$ cat src/include/eppctl_pkg.sv
// package for the parallel host port: offsets, control bit fields, timing
// assumes a 10 MHz device clock and a 3-bit ISA port offset
package eppctl_pkg;
    // port offsets from the base address
    localparam logic [2:0] OFS_DATA    = 3'h0;
    localparam logic [2:0] OFS_STATUS  = 3'h1;
    localparam logic [2:0] OFS_CONTROL = 3'h2;
    localparam logic [2:0] OFS_ADDR    = 3'h3;
    localparam logic [2:0] OFS_DWIN0   = 3'h4;
    // control register fields
    localparam int CTL_STROBE = 0;
    localparam int CTL_LFEED  = 1;
    localparam int CTL_INIT   = 2;
    localparam int CTL_SELIN  = 3;
    localparam int CTL_IRQEN  = 4;
    localparam int CTL_DIR    = 5;
    localparam logic [5:0] CTL_RESET = 6'h00;
    localparam logic [7:0] BYTE_ZERO = 8'h00;
    // status register fields
    localparam int STS_TIMEOUT_FLAG = 0;
    localparam int STS_ACK   = 6;
    localparam int STS_BUSY  = 7;
    // port modes
    localparam logic [1:0] MODE_PRINTER = 2'h0;
    localparam logic [1:0] MODE_BIDIR   = 2'h1;
    localparam logic [1:0] MODE_EPP     = 2'h2;
    localparam logic [1:0] MODE_ECP     = 2'h3;
    // watchdog timing
    localparam int CLK_HZ     = 10_000_000;
    localparam int TIMEOUT_FLAG_US   = 10;
    localparam int TIMEOUT_FLAG_CYC  = TIMEOUT_FLAG_US * (CLK_HZ / 1_000_000);
    localparam logic [7:0] TIMEOUT_FLAG_CNT = 8'(TIMEOUT_FLAG_CYC);
    // cycle sequencer states
    typedef enum logic [2:0] {
        EPC_IDLE  = 3'b000,
        EPC_ARM   = 3'b001,
        EPC_STRB  = 3'b010,
        EPC_DONE  = 3'b011,
        EPC_ABORT = 3'b100
    } eppctl_state_t;
endpackage : eppctl_pkg

$ cat src/eppctl_port.sv
// parallel host port: control port outputs, EPP address/data cycles, watchdog
// assumes host strobes and peripheral pins are asynchronous to ref_clk
// and that host address, select and data settle before the strobe edge
`timescale 1ns/100ps
`default_nettype none
module eppctl_port
    import eppctl_pkg::*;
(
    // clock and reset
    input  wire logic       ref_clk,
    input  wire logic       rst_n,
    // configuration
    input  wire logic [1:0] portMode,
    input  wire logic       epp17Mode,
    // host ISA side
    input  wire logic [2:0] hostAddr,
    input  wire logic       hostCs,
    input  wire logic       hostRd_n,
    input  wire logic       hostWr_n,
    input  wire logic [7:0] hostDataLinesIn,
    output logic      [7:0] hostDataLinesOut,
    output logic            hostDataLinesOe,
    output logic            hostReady,
    output logic            irqReq,
    // peripheral side
    input  wire logic [7:0] portDataLinesIn,
    output logic      [7:0] portDataLinesOut,
    output logic            portDataLinesOe,
    output logic            busDirectionOutput,
    output logic            strobePin_n,
    output logic            linefeedPin_n,
    output logic            initPin_n,
    output logic            selectInPin_n,
    output logic            writePin_n,
    output logic            addressStrobe_n,
    output logic            dataStrobe_n,
    input  wire logic       ackInput,
    input  wire logic       busyInput,
    input  wire logic       wait_n
);
    // two-stage synchronisers for asynchronous inputs
    // idle levels chosen so that no false edge follows reset
    logic [1:0] rdSync_ff, wrSync_ff, ackSync_ff, waitSync_ff, busySync_ff;
    logic [7:0] pdS1_ff, pdS2_ff;
    logic       ackLast_ff;
    always_ff @(posedge ref_clk or negedge rst_n) begin
        if (!rst_n) begin
            rdSync_ff   <= 2'h3;
            wrSync_ff   <= 2'h3;
            ackSync_ff  <= 2'h0;
            waitSync_ff <= 2'h3;
            busySync_ff <= 2'h0;
            pdS1_ff     <= BYTE_ZERO;
            pdS2_ff     <= BYTE_ZERO;
            ackLast_ff  <= 1'b0;
        end else begin
            rdSync_ff   <= {rdSync_ff[0], hostRd_n};
            wrSync_ff   <= {wrSync_ff[0], hostWr_n};
            ackSync_ff  <= {ackSync_ff[0], ackInput};
            waitSync_ff <= {waitSync_ff[0], wait_n};
            busySync_ff <= {busySync_ff[0], busyInput};
            pdS1_ff     <= portDataLinesIn;
            pdS2_ff     <= pdS1_ff;
            ackLast_ff  <= ackSync_ff[1];
        end
    end

    // host strobes only count while the port is selected; address, select
    // and mode are taken as steady for the whole of a host cycle
    logic rdAct, wrAct, waitAct;
    assign rdAct   = ~rdSync_ff[1] & hostCs;
    assign wrAct   = ~wrSync_ff[1] & hostCs;
    assign waitAct = ~waitSync_ff[1];

    // decode an EPP port offset (address or one of four data windows)
    function automatic logic isEppOfs(input logic [2:0] a);
        isEppOfs = (a == OFS_ADDR) || (a >= OFS_DWIN0);
    endfunction : isEppOfs

    // register and sequencer state
    logic [5:0]    ctl_ff, nxt_ctl;
    logic [7:0]    dataReg_ff, nxt_dataReg;
    logic [7:0]    eppLatch_ff, nxt_eppLatch;
    logic          timeout_flag_ff, nxt_timeout_flag;
    logic          irq_ff, nxt_irq;
    logic          wrPrev_ff, nxt_wrPrev;
    eppctl_state_t st_ff, nxt_st;
    logic          cycWrite_ff, nxt_cycWrite;
    logic          cycAddr_ff, nxt_cycAddr;
    logic [7:0]    wdog_ff, nxt_wdog;
    logic          eppMode, eppStart, dirIn;

    assign eppMode  = (portMode == MODE_EPP);
    assign eppStart = eppMode && isEppOfs(hostAddr) && (rdAct || wrAct);
    // a cycle starts only from an EPP window while EPP mode is selected
    // direction bit is meaningless in printer mode
    assign dirIn    = (portMode != MODE_PRINTER) && ctl_ff[CTL_DIR];

    // next-state logic for registers, irq and EPP sequencer
    always_comb begin
        nxt_ctl      = ctl_ff;
        nxt_dataReg  = dataReg_ff;
        nxt_eppLatch = eppLatch_ff;
        nxt_timeout_flag    = timeout_flag_ff;
        nxt_irq      = irq_ff;
        nxt_wrPrev   = wrAct;
        nxt_st       = st_ff;
        nxt_cycWrite = cycWrite_ff;
        nxt_cycAddr  = cycAddr_ff;
        nxt_wdog     = wdog_ff;

        // register writes on the trailing edge of the write strobe
        if (wrPrev_ff && !wrAct && st_ff == EPC_IDLE) begin
            if (hostAddr == OFS_DATA) begin
                nxt_dataReg = hostDataLinesIn;
            end else if (hostAddr == OFS_CONTROL) begin
                nxt_ctl = hostDataLinesIn[5:0];
            end else if (hostAddr == OFS_STATUS && hostDataLinesIn[STS_TIMEOUT_FLAG]) begin
                nxt_timeout_flag = 1'b0;
            end
        end

        // interrupt request on rising ack, only while enabled
        if (!ctl_ff[CTL_IRQEN]) begin
            nxt_irq = 1'b0;
        end else if (ackSync_ff[1] && !ackLast_ff) begin
            nxt_irq = 1'b1;
        end else if (rdAct && hostAddr == OFS_STATUS) begin
            nxt_irq = 1'b0;
        end

        // watchdog runs on the device clock during a cycle
        if (st_ff == EPC_IDLE || st_ff == EPC_ABORT) begin
            nxt_wdog = 8'h00;
        end else if (wdog_ff != TIMEOUT_FLAG_CNT) begin
            nxt_wdog = wdog_ff + 8'h01;
        end

        // cycle sequencer: idle, arm (1.9 only), strobe, done or abort
        case (st_ff)
            EPC_IDLE: begin
                if (eppStart) begin
                    // write with direction set runs as a read
                    nxt_cycWrite = wrAct && !ctl_ff[CTL_DIR];
                    nxt_cycAddr  = (hostAddr == OFS_ADDR);
                    if (wrAct) begin
                        nxt_eppLatch = hostDataLinesIn;
                    end
                    nxt_st = epp17Mode ? EPC_STRB : EPC_ARM;
                end
            end
            EPC_ARM: begin
                // 1.9: wait until peripheral asserts wait
                if (waitAct) begin
                    nxt_st = EPC_STRB;
                end
            end
            EPC_STRB: begin
                if (cycWrite_ff && wrAct) begin
                    nxt_eppLatch = hostDataLinesIn;
                end
                if (!epp17Mode && !waitAct) begin
                    if (!cycWrite_ff) begin
                        nxt_eppLatch = pdS2_ff;
                    end
                    nxt_st = EPC_DONE;
                end else if (epp17Mode && !(rdAct || wrAct)) begin
                    if (!cycWrite_ff) begin
                        nxt_eppLatch = pdS2_ff;
                    end
                    nxt_st = EPC_IDLE;
                end
            end
            EPC_DONE: begin
                // wait for the host to end its strobe
                if (!(rdAct || wrAct)) begin
                    nxt_st = EPC_IDLE;
                end
            end
            EPC_ABORT: begin
                // hold off until the host lets go of its strobe
                if (!(rdAct || wrAct)) begin
                    nxt_st = EPC_IDLE;
                end
            end
            default: nxt_st = EPC_IDLE;
        endcase

        // watchdog expiry aborts the cycle; set wins over clear
        if ((st_ff == EPC_ARM || st_ff == EPC_STRB) && wdog_ff == TIMEOUT_FLAG_CNT) begin
            nxt_timeout_flag = 1'b1;
            nxt_st    = EPC_ABORT;
        end
    end

    // state registers
    // reset returns every latch and the sequencer to idle
    always_ff @(posedge ref_clk or negedge rst_n) begin
        if (!rst_n) begin
            ctl_ff      <= CTL_RESET;
            dataReg_ff  <= BYTE_ZERO;
            eppLatch_ff <= BYTE_ZERO;
            timeout_flag_ff    <= 1'b0;
            irq_ff      <= 1'b0;
            wrPrev_ff   <= 1'b0;
            st_ff       <= EPC_IDLE;
            cycWrite_ff <= 1'b0;
            cycAddr_ff  <= 1'b0;
            wdog_ff     <= 8'h00;
        end else begin
            ctl_ff      <= nxt_ctl;
            dataReg_ff  <= nxt_dataReg;
            eppLatch_ff <= nxt_eppLatch;
            timeout_flag_ff    <= nxt_timeout_flag;
            irq_ff      <= nxt_irq;
            wrPrev_ff   <= nxt_wrPrev;
            st_ff       <= nxt_st;
            cycWrite_ff <= nxt_cycWrite;
            cycAddr_ff  <= nxt_cycAddr;
            wdog_ff     <= nxt_wdog;
        end
    end

    // peripheral-side outputs
    // the arm phase leaves the pins as idle: nothing may move before the
    // peripheral has shown wait asserted
    logic inCyc, strbOn, driveOut;
    assign inCyc  = (st_ff != EPC_IDLE) && (st_ff != EPC_ARM);
    assign strbOn = (st_ff == EPC_STRB);
    // strobe bit forces write direction during a cycle
    assign driveOut = inCyc ? (cycWrite_ff || ctl_ff[CTL_STROBE])
                            : !dirIn;
    assign portDataLinesOe    = driveOut;
    assign busDirectionOutput = !driveOut;
    assign portDataLinesOut   = (inCyc && cycWrite_ff) ? eppLatch_ff : dataReg_ff;
    assign writePin_n         = !(inCyc && (cycWrite_ff || ctl_ff[CTL_STROBE]));
    assign addressStrobe_n    = !(strbOn && cycAddr_ff);
    assign dataStrobe_n       = !(strbOn && !cycAddr_ff);
    // control pins follow the register directly
    assign strobePin_n        = !ctl_ff[CTL_STROBE];
    assign linefeedPin_n      = !ctl_ff[CTL_LFEED];
    assign initPin_n          = ctl_ff[CTL_INIT];
    assign selectInPin_n      = !ctl_ff[CTL_SELIN];
    assign irqReq             = irq_ff;

    // ready low from cycle start until completion (1.7: while wait active)
    // only the address and data windows stretch the host; register
    // accesses always complete at once
    // in 1.7 the first cycle, before the strobe is out, is held as well
    always_comb begin
        if (!eppMode || !isEppOfs(hostAddr) || !(rdAct || wrAct) || st_ff == EPC_ABORT) begin
            hostReady = 1'b1;
        end else if (epp17Mode) begin
            hostReady = !(waitAct && (strbOn || st_ff == EPC_IDLE));
        end else begin
            hostReady = (st_ff == EPC_DONE);
        end
    end

    // host read data multiplexer
    // status bits 1 to 5 read low; EPP windows return the last latched byte
    always_comb begin
        hostDataLinesOut = BYTE_ZERO;
        if (hostAddr == OFS_DATA) begin
            hostDataLinesOut = dirIn ? pdS2_ff : dataReg_ff;
        end else if (hostAddr == OFS_STATUS) begin
            hostDataLinesOut[STS_TIMEOUT_FLAG] = timeout_flag_ff;
            hostDataLinesOut[STS_ACK]   = ackSync_ff[1];
            hostDataLinesOut[STS_BUSY]  = !busySync_ff[1];
        end else if (hostAddr == OFS_CONTROL) begin
            hostDataLinesOut = {2'b00, ctl_ff};
        end else if (eppMode) begin
            hostDataLinesOut = eppLatch_ff;
        end
    end
    // reads of the EPP windows outside EPP mode leave the host bus alone
    assign hostDataLinesOe = rdAct && !(isEppOfs(hostAddr) && !eppMode);
endmodule : eppctl_port
`default_nettype wire

$ cat config.mk
export PLATFORM = sky130hd
export DESIGN_NAME = eppctl_port
export DESIGN_NICKNAME = d
export VERILOG_FILES = /design/src/include/eppctl_pkg.sv /design/src/eppctl_port.sv
export SDC_FILE = /design/constraint.sdc
export NUM_CORES = 1
export LEC_CHECK = 0
export ABC_AREA = 1
export BUFFER_PORTS_ARGS = -buffer_cell sky130_fd_sc_hd__clkbuf_2
export CAP_MARGIN = 20
export CORE_MARGIN = 4
export CORE_UTILIZATION = 45
export DETAILED_ROUTE_END_ITERATION = 8
export HOLD_SLACK_MARGIN = 0.15
export MAX_ROUTING_LAYER = met4
export PLACE_DENSITY = 0.67
export SLEW_MARGIN = 0
export SYNTH_ARGS = -nofsm -noshare
export SYNTH_HDL_FRONTEND = slang
export SYNTH_SLANG_ARGS = --single-unit
$ cat constraint.sdc
create_clock -name ref_clk -period 4.7 [get_ports ref_clk]
set_clock_uncertainty 0.1 [all_clocks]
set_input_delay 0.47 -clock ref_clk [delete_from_list [all_inputs] [get_ports ref_clk]]
set_output_delay 0.47 -clock ref_clk [all_outputs]
set_load 0.02 [all_outputs]
**Word-level counts from Yosys, hierarchy flattened**

Cells that the tools add are included.

- Word-level logic and storage cells: 146
- Flip-flop bits (word level): 65

- Reduce and logical (&&, ||, !) cells: 64
- Add/sub/neg operators: 1
- $lt $le $gt $ge: 1
- Mux-type cells: 36
- Bitwise logic cells: 6
- Equality and inequality tests: 20

Operator list:

| kind | count |
|---|---|
| 2-to-1 mux 8 bit | 13 |
| logical AND 1 bit | 21 |
| zero test 1 bit | 19 |
| 2-to-1 mux 3 bit | 6 |
| one-hot mux 8 bit (2 select lines) | 1 |
| == test 3 x 2 -> 1 bit, second input constant | 4 |
| 2-to-1 mux 1 bit | 12 |
| one-hot mux 3 bit (4 select lines) | 1 |
| nonzero test 2 bit | 5 |
| logical OR 1 bit | 9 |
| adder 8 x 1 -> 8 bit, second input constant | 1 |
| == test 8 x 7 -> 1 bit, second input constant | 1 |
| != test 2 bit, second input constant | 4 |
| != test 8 x 7 -> 1 bit, second input constant | 1 |
| AND reduction 4 bit | 2 |
| == test 3 x 1 -> 1 bit, second input constant | 2 |
| zero test 3 bit | 2 |
| != test 3 x 1 -> 1 bit, second input constant | 2 |
| != test 3 bit, second input constant | 2 |
| AND reduction 3 bit | 2 |
| 2-to-1 mux 5 bit | 1 |
| 2-to-1 mux 2 bit | 2 |
| != test 4 x 1 -> 1 bit, second input constant | 1 |
| NOT 1 bit | 4 |
| other kinds (8) | 10 |

**Longest topological paths before layout**

Gate-level depths: netlist of the first run.

- Word-level depth: 9
- Mapped depth: 10
- Depth with buffers taken out: 10

**Least setup slack after synthesis of the first run**

Ideal clock, no wire load.

- Kind: in2out
- Start point: in portMode[1]
- End point: out busDirectionOutput
- Slack: 2351 ps
- Cell stages on the path: 4
- Data arrival time: 1779 ps
- Cell sequence: o21ai_1 inv_2 o21ai_0 inv_1

- Cells in the longest elaborated chain, start to end: 5

Ends and longest elaborated chain:

| item | RTL line | text |
|---|---|---|
| start: declaration | eppctl_port.sv:13 | `input wire logic [1:0] portMode,` |
| nonzero test 2 bit | eppctl_port.sv:97 | `assign dirIn = (portMode != MODE_PRINTER) && ctl_ff[CTL_DIR];` |
| logical AND 1 bit | eppctl_port.sv:97 |  |
| zero test 1 bit | eppctl_port.sv:232 | `: !dirIn;` |
| 2-to-1 mux 1 bit | eppctl_port.sv:231 | `assign driveOut = inCyc ? (cycWrite_ff \|\| ctl_ff[CTL_STROBE])` |
| via portDataLinesOe | eppctl_port.sv:28 | `output logic portDataLinesOe,` |
| zero test 1 bit | eppctl_port.sv:234 | `assign busDirectionOutput = !driveOut;` |
| end: declaration | eppctl_port.sv:29 | `output logic busDirectionOutput,` |

The timed path passes the listed nets, and every way through them passes these cells.

**Worst setup path in the final report of the first run**

- Start point: reg st_ff[1]
- End point: out portDataLinesOut[6]

- Cells in the longest elaborated chain, start to end: 4

Ends and longest elaborated chain:

| item | RTL line | text |
|---|---|---|
| start: declaration | eppctl_port.sv:87 | `eppctl_state_t st_ff, nxt_st;` |
| start signal: assignment | eppctl_port.sv:217 | `st_ff <= nxt_st;` |
| != test 3 x 1 -> 1 bit / nonzero test 3 bit (equally long branches) | eppctl_port.sv:228 | `assign inCyc = (st_ff != EPC_IDLE) && (st_ff != EPC_ARM);` |
| logical AND 1 bit * | eppctl_port.sv:228 |  |
| logical AND 1 bit * | eppctl_port.sv:235 | `assign portDataLinesOut = (inCyc && cycWrite_ff) ? eppLatch_ff : dataReg_ff;` |
| 2-to-1 mux 8 bit * | eppctl_port.sv:235 |  |
| end: declaration | eppctl_port.sv:27 | `output logic [7:0] portDataLinesOut,` |

Mark *: on every way between the ends. The rest lies on a longest branch, timed or not.

==> flow_summary.yaml, run 1 <==
status:
  status: "complete, no violations"
clock_tree:
  cts_buffer_depth: 2
  root_buffer: "clkbuf_8"
  post-cts-setup-buffers: 0
  clkSinkCount: 65
  worst_skew_pair.late_latency_ns: 0.35
  htree_levels: 3
  cts_resized: 0
  cts_tree: "built"
  cts_made_buffers: 9
  clk_pin_slew_worst_paths_ns: 0.07
pwr:
  p_seq_share_pct: 36.7
  switching_share_pct: 40.75
  power.density_mw_per_mm2: 557.3
  clkPwrFrac_pct: 25.3
  pwr-share-comb_pct: 37.9
  p_switching_uw: 861.1
  p_leak_nw: 2.015
  power.internal_mw: 1.252
  ir_worst_vdd_uv: 251.3
setup_path:
  crit_arrival_ns: 1.99
  required_ns: 4.13
  crit_end: "portDataLinesOut[6]"
  critPathLaunch: "st_ff[1]"
  path_class: "reg2out"
  end_kind: "output port"
  r2r_end: "ctl_ff[4]"
  rrSetupSlack_ns: 2.68
  reg2reg_from: "st_ff[1]"
  rr_worst_depth: 6
  cp-start-kind: "register"
  path_max_fanout: 16
sta:
  maxSlewHeadroom_pct: 45.42
  grt_setup_unrepaired: "no"
  hold_violations: 0
  slew_viol_final: 0
  post-route-period-util_pct: 54.48
  fin_crit_ns: 2.561
  timing.fmax_mhz: 390.5
  tightest_slew_ns: 0.8188
  setup_tns_ns: 0
  finalSetupViolations: 0
routing:
  vias: 2821
  drc: 0
  top_layer_used: "met4"
  drt-met1-wl_um: 3434
  wl_per_cell_um: 14.36
  vias_per_cell: 5.243
  wl_um: 7728
  met3WireLength_um: 395
  drt_iter0_drc: 195
  postRouteAntennaNets: 0
  drt_pass1_iterations: 5
  met2_wirelength_um: 3778
logic_synthesis:
  avgSynthCellArea_um2: 8.100
  ys_ff_latch: 65
  ys_top_cells_by_area: "dfrtp_1 48%, nand2_1 13%, inv_1 7.6%"
  synthCells: 378
  synth_area_leader_cell: "dfrtp_1"
  synth_nets: 410
  ys_warn_count: 0
  synth_cell_type_count: 30
  synth_seq_area_share_pct: 53.37
  async_flop_share_pct: 100.0
  syn_area_mm2: 0.003062
  synth_edf_count: 0
  synthFlopType: "dfrtp_1"
  yosys.area.top_type_share_pct: 48.22
global_route:
  grt_start_max_net_pins: 66
  grt_pass1_wl_um: 12870
  antenna_found_initial: 0
  grt_pass1_vias: 2678
  grt_overflow: 0
  track_usage_pct: 20.22
layout:
  drive_gt1_share_pct: 19.96
  area_growth_pct: 23.83
  fin_cells: 538
  utilization_pct: 58.37
  fillers: 572
  antennaDiodeCount: 0
  finalNetCount: 488
min_path:
  hold_path_class: "in2async"
floorplan:
  core_mm2: 0.006495
  die_area_mm2: 0.008188
  rows: 29
  num_io_pins: 58
  die_h_um: 90.49
  die_w_um: 90.49
  initial_core_util_pct: 47.14
run:
  drv_cap: 0
place:
  gp_congestion: 0.8993
  hpwl_um: 5455
  numPortBuffers: 57
  dp.cells: 509
## synth_stat cells, drive strengths merged, types with 2 or more instances
master / number
nand2: 111
inv: 65
dfrtp: 59
o21ai: 46
nor2: 23
nand3: 18
a21oi: 10
nand4: 10
dfstp: 6
nor3: 5
a211oi: 3
a31oi: 3
buf: 3
o211ai: 3
ha: 2
o22ai: 2
o2bb2ai: 2
o31ai: 2
## sequential cells by signal, summed over array words and instances, names as in the netlist, 2 cells and up
signal       cells
st_ff            3
pdS2_ff          8
pdS1_ff          8
waitSync_ff      2
rdSync_ff        2
dataReg_ff       8
ackSync_ff       2
eppLatch_ff      8
ctl_ff           6
busySync_ff      2
wdog_ff          8
wrSync_ff        2
## power by group through the flow
| stage | clock [mW] | combinational (mW) | sequential (mW) |
|---|---|---|---|
| 2_1_floorplan | 0 | 0.564 | 0.762 |
| 3_3_place_gp | 0 | 0.772 | 0.780 |
| 3_5_place_dp | 0 | 0.790 | 0.783 |
| 4_1_cts | 0.547 | 0.801 | 0.774 |
| 5_1_grt | 0.573 | 0.889 | 0.790 |
| 6_report | 0.535 | 0.802 | 0.776 |
## critical path, stage by stage, from the launching register on
cell and delay (ns):
dfrtp_1 0.47, inv_1 0.09, nand2_1 0.13, nand2_1 0.33
o21ai_0 0.39, clkbuf_2 0.23
## timing repair
item | in CTS | in global routing
hold buffers | 13 | 0
setup endpoints to repair | 0 | 0
endpoints found under the hold margin | 13 | 0
## logic make-up (layout without fill, tap and decap cells)
group / after synthesis / after routing / synth area share (%)
and+or+nand+nor: 167 / 167 / 23.21
AOI/OAI and AO/OA: 73 / 73 / 13.61
buffers and inverters: 70 / 153 / 8.704
DFF: 65 / 65 / 53.37
adders and majority gates: 2 / 2 / 0.8172
xor gates and xnor gates: 1 / 1 / 0.2861
## how the worst min path moves through the flow
stage / cells after the start / end / slack [ns]
4_1_cts: 2 / wdog_ff[4] / 0.23
5_1_grt: 0 / ackSync_ff[1] / 0.26
2_1_floorplan: 0 / ackLast_ff / 0.07
6_report: 2 / wdog_ff[4] / 0.20
3_3_place_gp: 0 / pdS2_ff[3] / 0.23
3_5_place_dp: 0 / busySync_ff[1] / 0.23
## cell usage in the layout (no fill, tap or decap)
master / netlist / routed
nand2_1: 106 / 106
o21ai_0: 31 / 31
clkbuf_8: 0 / 10
clkinv_4: 0 / 1
nor3_1: 5 / 5
nand2_2: 4 / 4
inv_2: 3 / 3
o21ai_1: 15 / 15
nand4_1: 10 / 10
nand2_4: 1 / 1
inv_1: 62 / 62
buf_4: 0 / 1
bufinv_16: 0 / 2
o22ai_1: 2 / 2
dfrtp_1: 59 / 59
o31ai_1: 2 / 2
clkbuf_2: 0 / 57
nand3_1: 18 / 18
nor2_1: 20 / 20
o211ai_1: 3 / 3
dfstp_2: 6 / 6
a211oi_1: 3 / 3
nor2_4: 1 / 1
clkinvlp_4: 0 / 3
clkinv_1: 1 / 1
o2bb2ai_1: 2 / 2
xor2_1: 1 / 1
nor2_2: 2 / 2
a21oi_4: 1 / 1
ha_1: 2 / 2
a21oi_1: 9 / 9
o221ai_1: 1 / 1
a31oi_1: 3 / 3
a21boi_0: 1 / 1
dlygate4sd3_1: 0 / 13
## per-layer routing
layer  track usage [%]  up-vias
met5                 -        -
met4             8.929        0
met3             3.333       14
met2             32.24       97
met1             25.42     1340
li1                  -     1370
## area by class of cell
type                            instances  area [um2]  share of cell area (%)
Sequential cell                        65        1634                   43.10
Multi-Input combinational cell        243        1161                   30.63
Timing Repair Buffer                   71       422.9                   11.16
Inverter                               66       247.7                   6.535
Clock buffer                           10       137.6                   3.630
Tap cell                               77       96.34                   2.541
Clock inverter                          6       91.34                   2.409
## through the flow
step | worst slack, ns | hold slack, ns | power (mW) | area [um2]
floorplan | 2.351 | 0.07441 | 1.326 | 3062
detailed placement | 2.329 | 0.2347 | 1.573 | 3432
CTS | 2.179 | 0.2313 | 2.123 | 3791
finish | 2.139 | 0.2005 | 2.113 | 3791
global placement | 2.324 | 0.2313 | 1.552 | 3432
global route | 2.070 | 0.2581 | 2.252 | 3791
Power figures use the tool's default switching activity.
==> run 2: changes to the inputs <==
--- a/config.mk
+++ b/config.mk
@@ -5,7 +5,7 @@
 export SDC_FILE = /design/constraint.sdc
 export NUM_CORES = 1
 export LEC_CHECK = 0
-export ABC_AREA = 1
+export ABC_AREA = 0
 export BUFFER_PORTS_ARGS = -buffer_cell sky130_fd_sc_hd__clkbuf_2
 export CAP_MARGIN = 20
 export CORE_MARGIN = 4
==> constraint.sdc (replaced) <==
create_clock -name ref_clk -period 2.5 [get_ports ref_clk]
set_clock_uncertainty 0.1 [all_clocks]
set_input_delay 0.25 -clock ref_clk [delete_from_list [all_inputs] [get_ports ref_clk]]
set_output_delay 0.25 -clock ref_clk [all_outputs]
set_load 0.02 [all_outputs]
==> run 2 against run 1 <==
Compared with the run above:
- combinational power grew 55%
- global-route usage shrank 0.95 points
- critical path depth shrank 2
- critical endpoint is now portDataLinesOut[2]
- highest routed layer unchanged
==> flow_summary.yaml, run 2 <==
routing:
  postRouteAntennaNets: 0
  vias_per_cell: 5.467
  wl_per_cell_um: 16.80
  drt_pass1_iterations: 4
  wl_um: 7024
  drt_iter0_drc: 174
  vias: 2285
  drc: 0
logic_synthesis:
  synth_area_leader_cell: "dfrtp_1"
  synth_nets: 281
  ys_warn_count: 0
  synth_cell_type_count: 58
  yosys.area.top_type_share_pct: 49.06
  synthFlopType: "dfrtp_1"
  synth_edf_count: 0
  synth_seq_area_share_pct: 54.30
  avgSynthCellArea_um2: 12.08
  ys_top_cells_by_area: "dfrtp_1 49%, dfstp_2 5.2%, mux2_1 5.2%"
  ys_ff_latch: 65
  yosys-top-cells-count: "59 x dfrtp_1, 16 x o22a_1, 14 x mux2_1, 14 x nor2_1"
  async_flop_share_pct: 100.0
  synthCells: 249
  syn_area_mm2: 0.003009
  yosysMostFrequentCell: "dfrtp_1"
layout:
  final_common_cell: "dfrtp_1"
  antennaDiodeCount: 0
  ff_latch_area_mm2: 0.001634
  fillers: 523
  final_cell_mix: "59 x dfrtp_1, 57 x clkbuf_2, 23 x dlygate4sd3_1"
  fin_cells: 418
  multi_input_area_mm2: 0.001306
  finalNetCount: 368
  final_area_mm2: 0.003850
  drive_gt1_share_pct: 32.55
  area_growth_pct: 27.94
  utilization_pct: 59.95
sta:
  tightest_slew_ns: 0.6162
  hold_violations: 0
  finalSetupViolations: 0
  maxSlewHeadroom_pct: 58.92
  grt_setup_unrepaired: "no"
  slew_viol_final: 0
  setup_tns_ns: 0
  fin_crit_ns: 2.378
  post-route-period-util_pct: 95.13
  timing.fmax_mhz: 420.5
pwr:
  power.density_mw_per_mm2: 977.4
  power_mw: 3.763
  p_leak_nw: 1.767
  ir_worst_vdd_uv: 584.0
setup_path:
  end_kind: "output port"
  path_class: "reg2out"
  cp-start-kind: "register"
  reg2reg_from: "st_ff[1]"
  required_ns: 2.15
  critPathLaunch: "st_ff[2]"
  crit_arrival_ns: 2.03
  rr_worst_depth: 4
  path_max_fanout: 14
place:
  dp.cells: 379
  hpwl_um: 4945
  gp_congestion: 0.8956
  place_area_mm2: 0.003385
  numPortBuffers: 57
global_route:
  grt_pass1_vias: 2394
  grt_start_max_net_pins: 44
  track_usage_pct: 19.27
  grt_pass1_wl_um: 12020
  antenna_found_initial: 0
  grt_overflow: 0
status:
  status: "complete, no violations"
clock_tree:
  htree_levels: 3
  cts_tree: "built"
  cts_made_buffers: 9
  root_buffer: "clkbuf_8"
  worst_skew_pair.late_latency_ns: 0.34
  post-cts-setup-buffers: 0
  cts_buffer_depth: 2
  clkSinkCount: 65
  clk_pin_slew_worst_paths_ns: 0.07
floorplan:
  die_w_um: 89.78
  rows: 29
  die_area_mm2: 0.008060
  num_io_pins: 58
  initial_core_util_pct: 46.85
  core_mm2: 0.006422
  die_h_um: 89.78
min_path:
  hold_start: "hostCs"
  worstHoldPathCells: 3
  hold_path_class: "in2reg"
run:
  drv_cap: 0
run 2: cell types whose count changed in the layout (fill, tap and decap cells not counted), sizes merged, moves of 5 or more:
cell         delta
nand2         -101
inv            -56
o21ai          -29
mux2           +23
o22a           +16
nand3          -14
dlygate4sd3    +10
mux2i          +10
nor2            -9
nand4           -7
a22oi           +5
nand2b          +5
run 2: final timing paths:
path	end	slack, ns
worst max-delay path	portDataLinesOut[2]	0.12
worst min-delay path	wrPrev_ff	0.18
worst max register to register	eppLatch_ff[3]	0.48
worst min register to register	pdS2_ff[7]	0.25
max in group asynchronous	waitSync_ff[0]	1.24
min in group asynchronous	ackSync_ff[1]	0.35
run 2: through the flow:
step	hold slack, ns	setup WS (ns)
floorplan	-0.1456	0.7842
global placement	0.1883	0.4572
global route	0.1996	0.04724
CTS	0.1709	0.02464
finish	0.1827	0.1218
detailed placement	0.1994	0.4599
run 2: worst max-delay path, cell delays in order (launching register included):
cell and delay (ns):
dfrtp_1 0.57, o21ai_2 0.55, mux2_2 0.40, clkbuf_2 0.16
run 2: final cells by class:
class                   count  share of cell area, %
flip-flops and latches     65                  42.44
multi-input cells         168                  33.93
clock buffers              11                  3.932
inverters                   9                 0.8775
clock inverters             5                  2.015
well taps                  77                  2.502
repair buffers             83                  14.30
run 2: cell families after synthesis:
kind of cell / share of synthesized area [%]
AO/OA/AOI/OAI: 17.59
flip-flops: 54.30
AND/OR/NAND/NOR: 11.68
multiplexers: 11.93
buffers and inverters: 2.495
XOR/XNOR: 1.164
adder cells (fa/ha/maj): 0.8315
run 2: power breakdown:
part	internal (mW)	switching [mW]	leakage (nW)
combinational	0.562	0.674	0.860
sequential	1.27	0.234	0.791
clock	0.612	0.408	0.115
run 2: metal layers:
| layer | GRT usage, % | vias up | part of all wire (%) |
|---|---|---|---|
| li1 | - | 1091 | - |
| met1 | 26.78 | 1109 | 49 |
| met5 | - | - | 0 |
| met3 | 3.589 | 18 | 3.8 |
| met2 | 27.63 | 67 | 45 |
| met4 | 8.557 | 0 | 2.6 |
run 2: what timing repair did:
item                                   4_1_cts  5_1_grt
endpoints found under the hold margin       48        0
resized for setup                            0        2
setup endpoints to repair                    0        5
hold buffers                                23        0
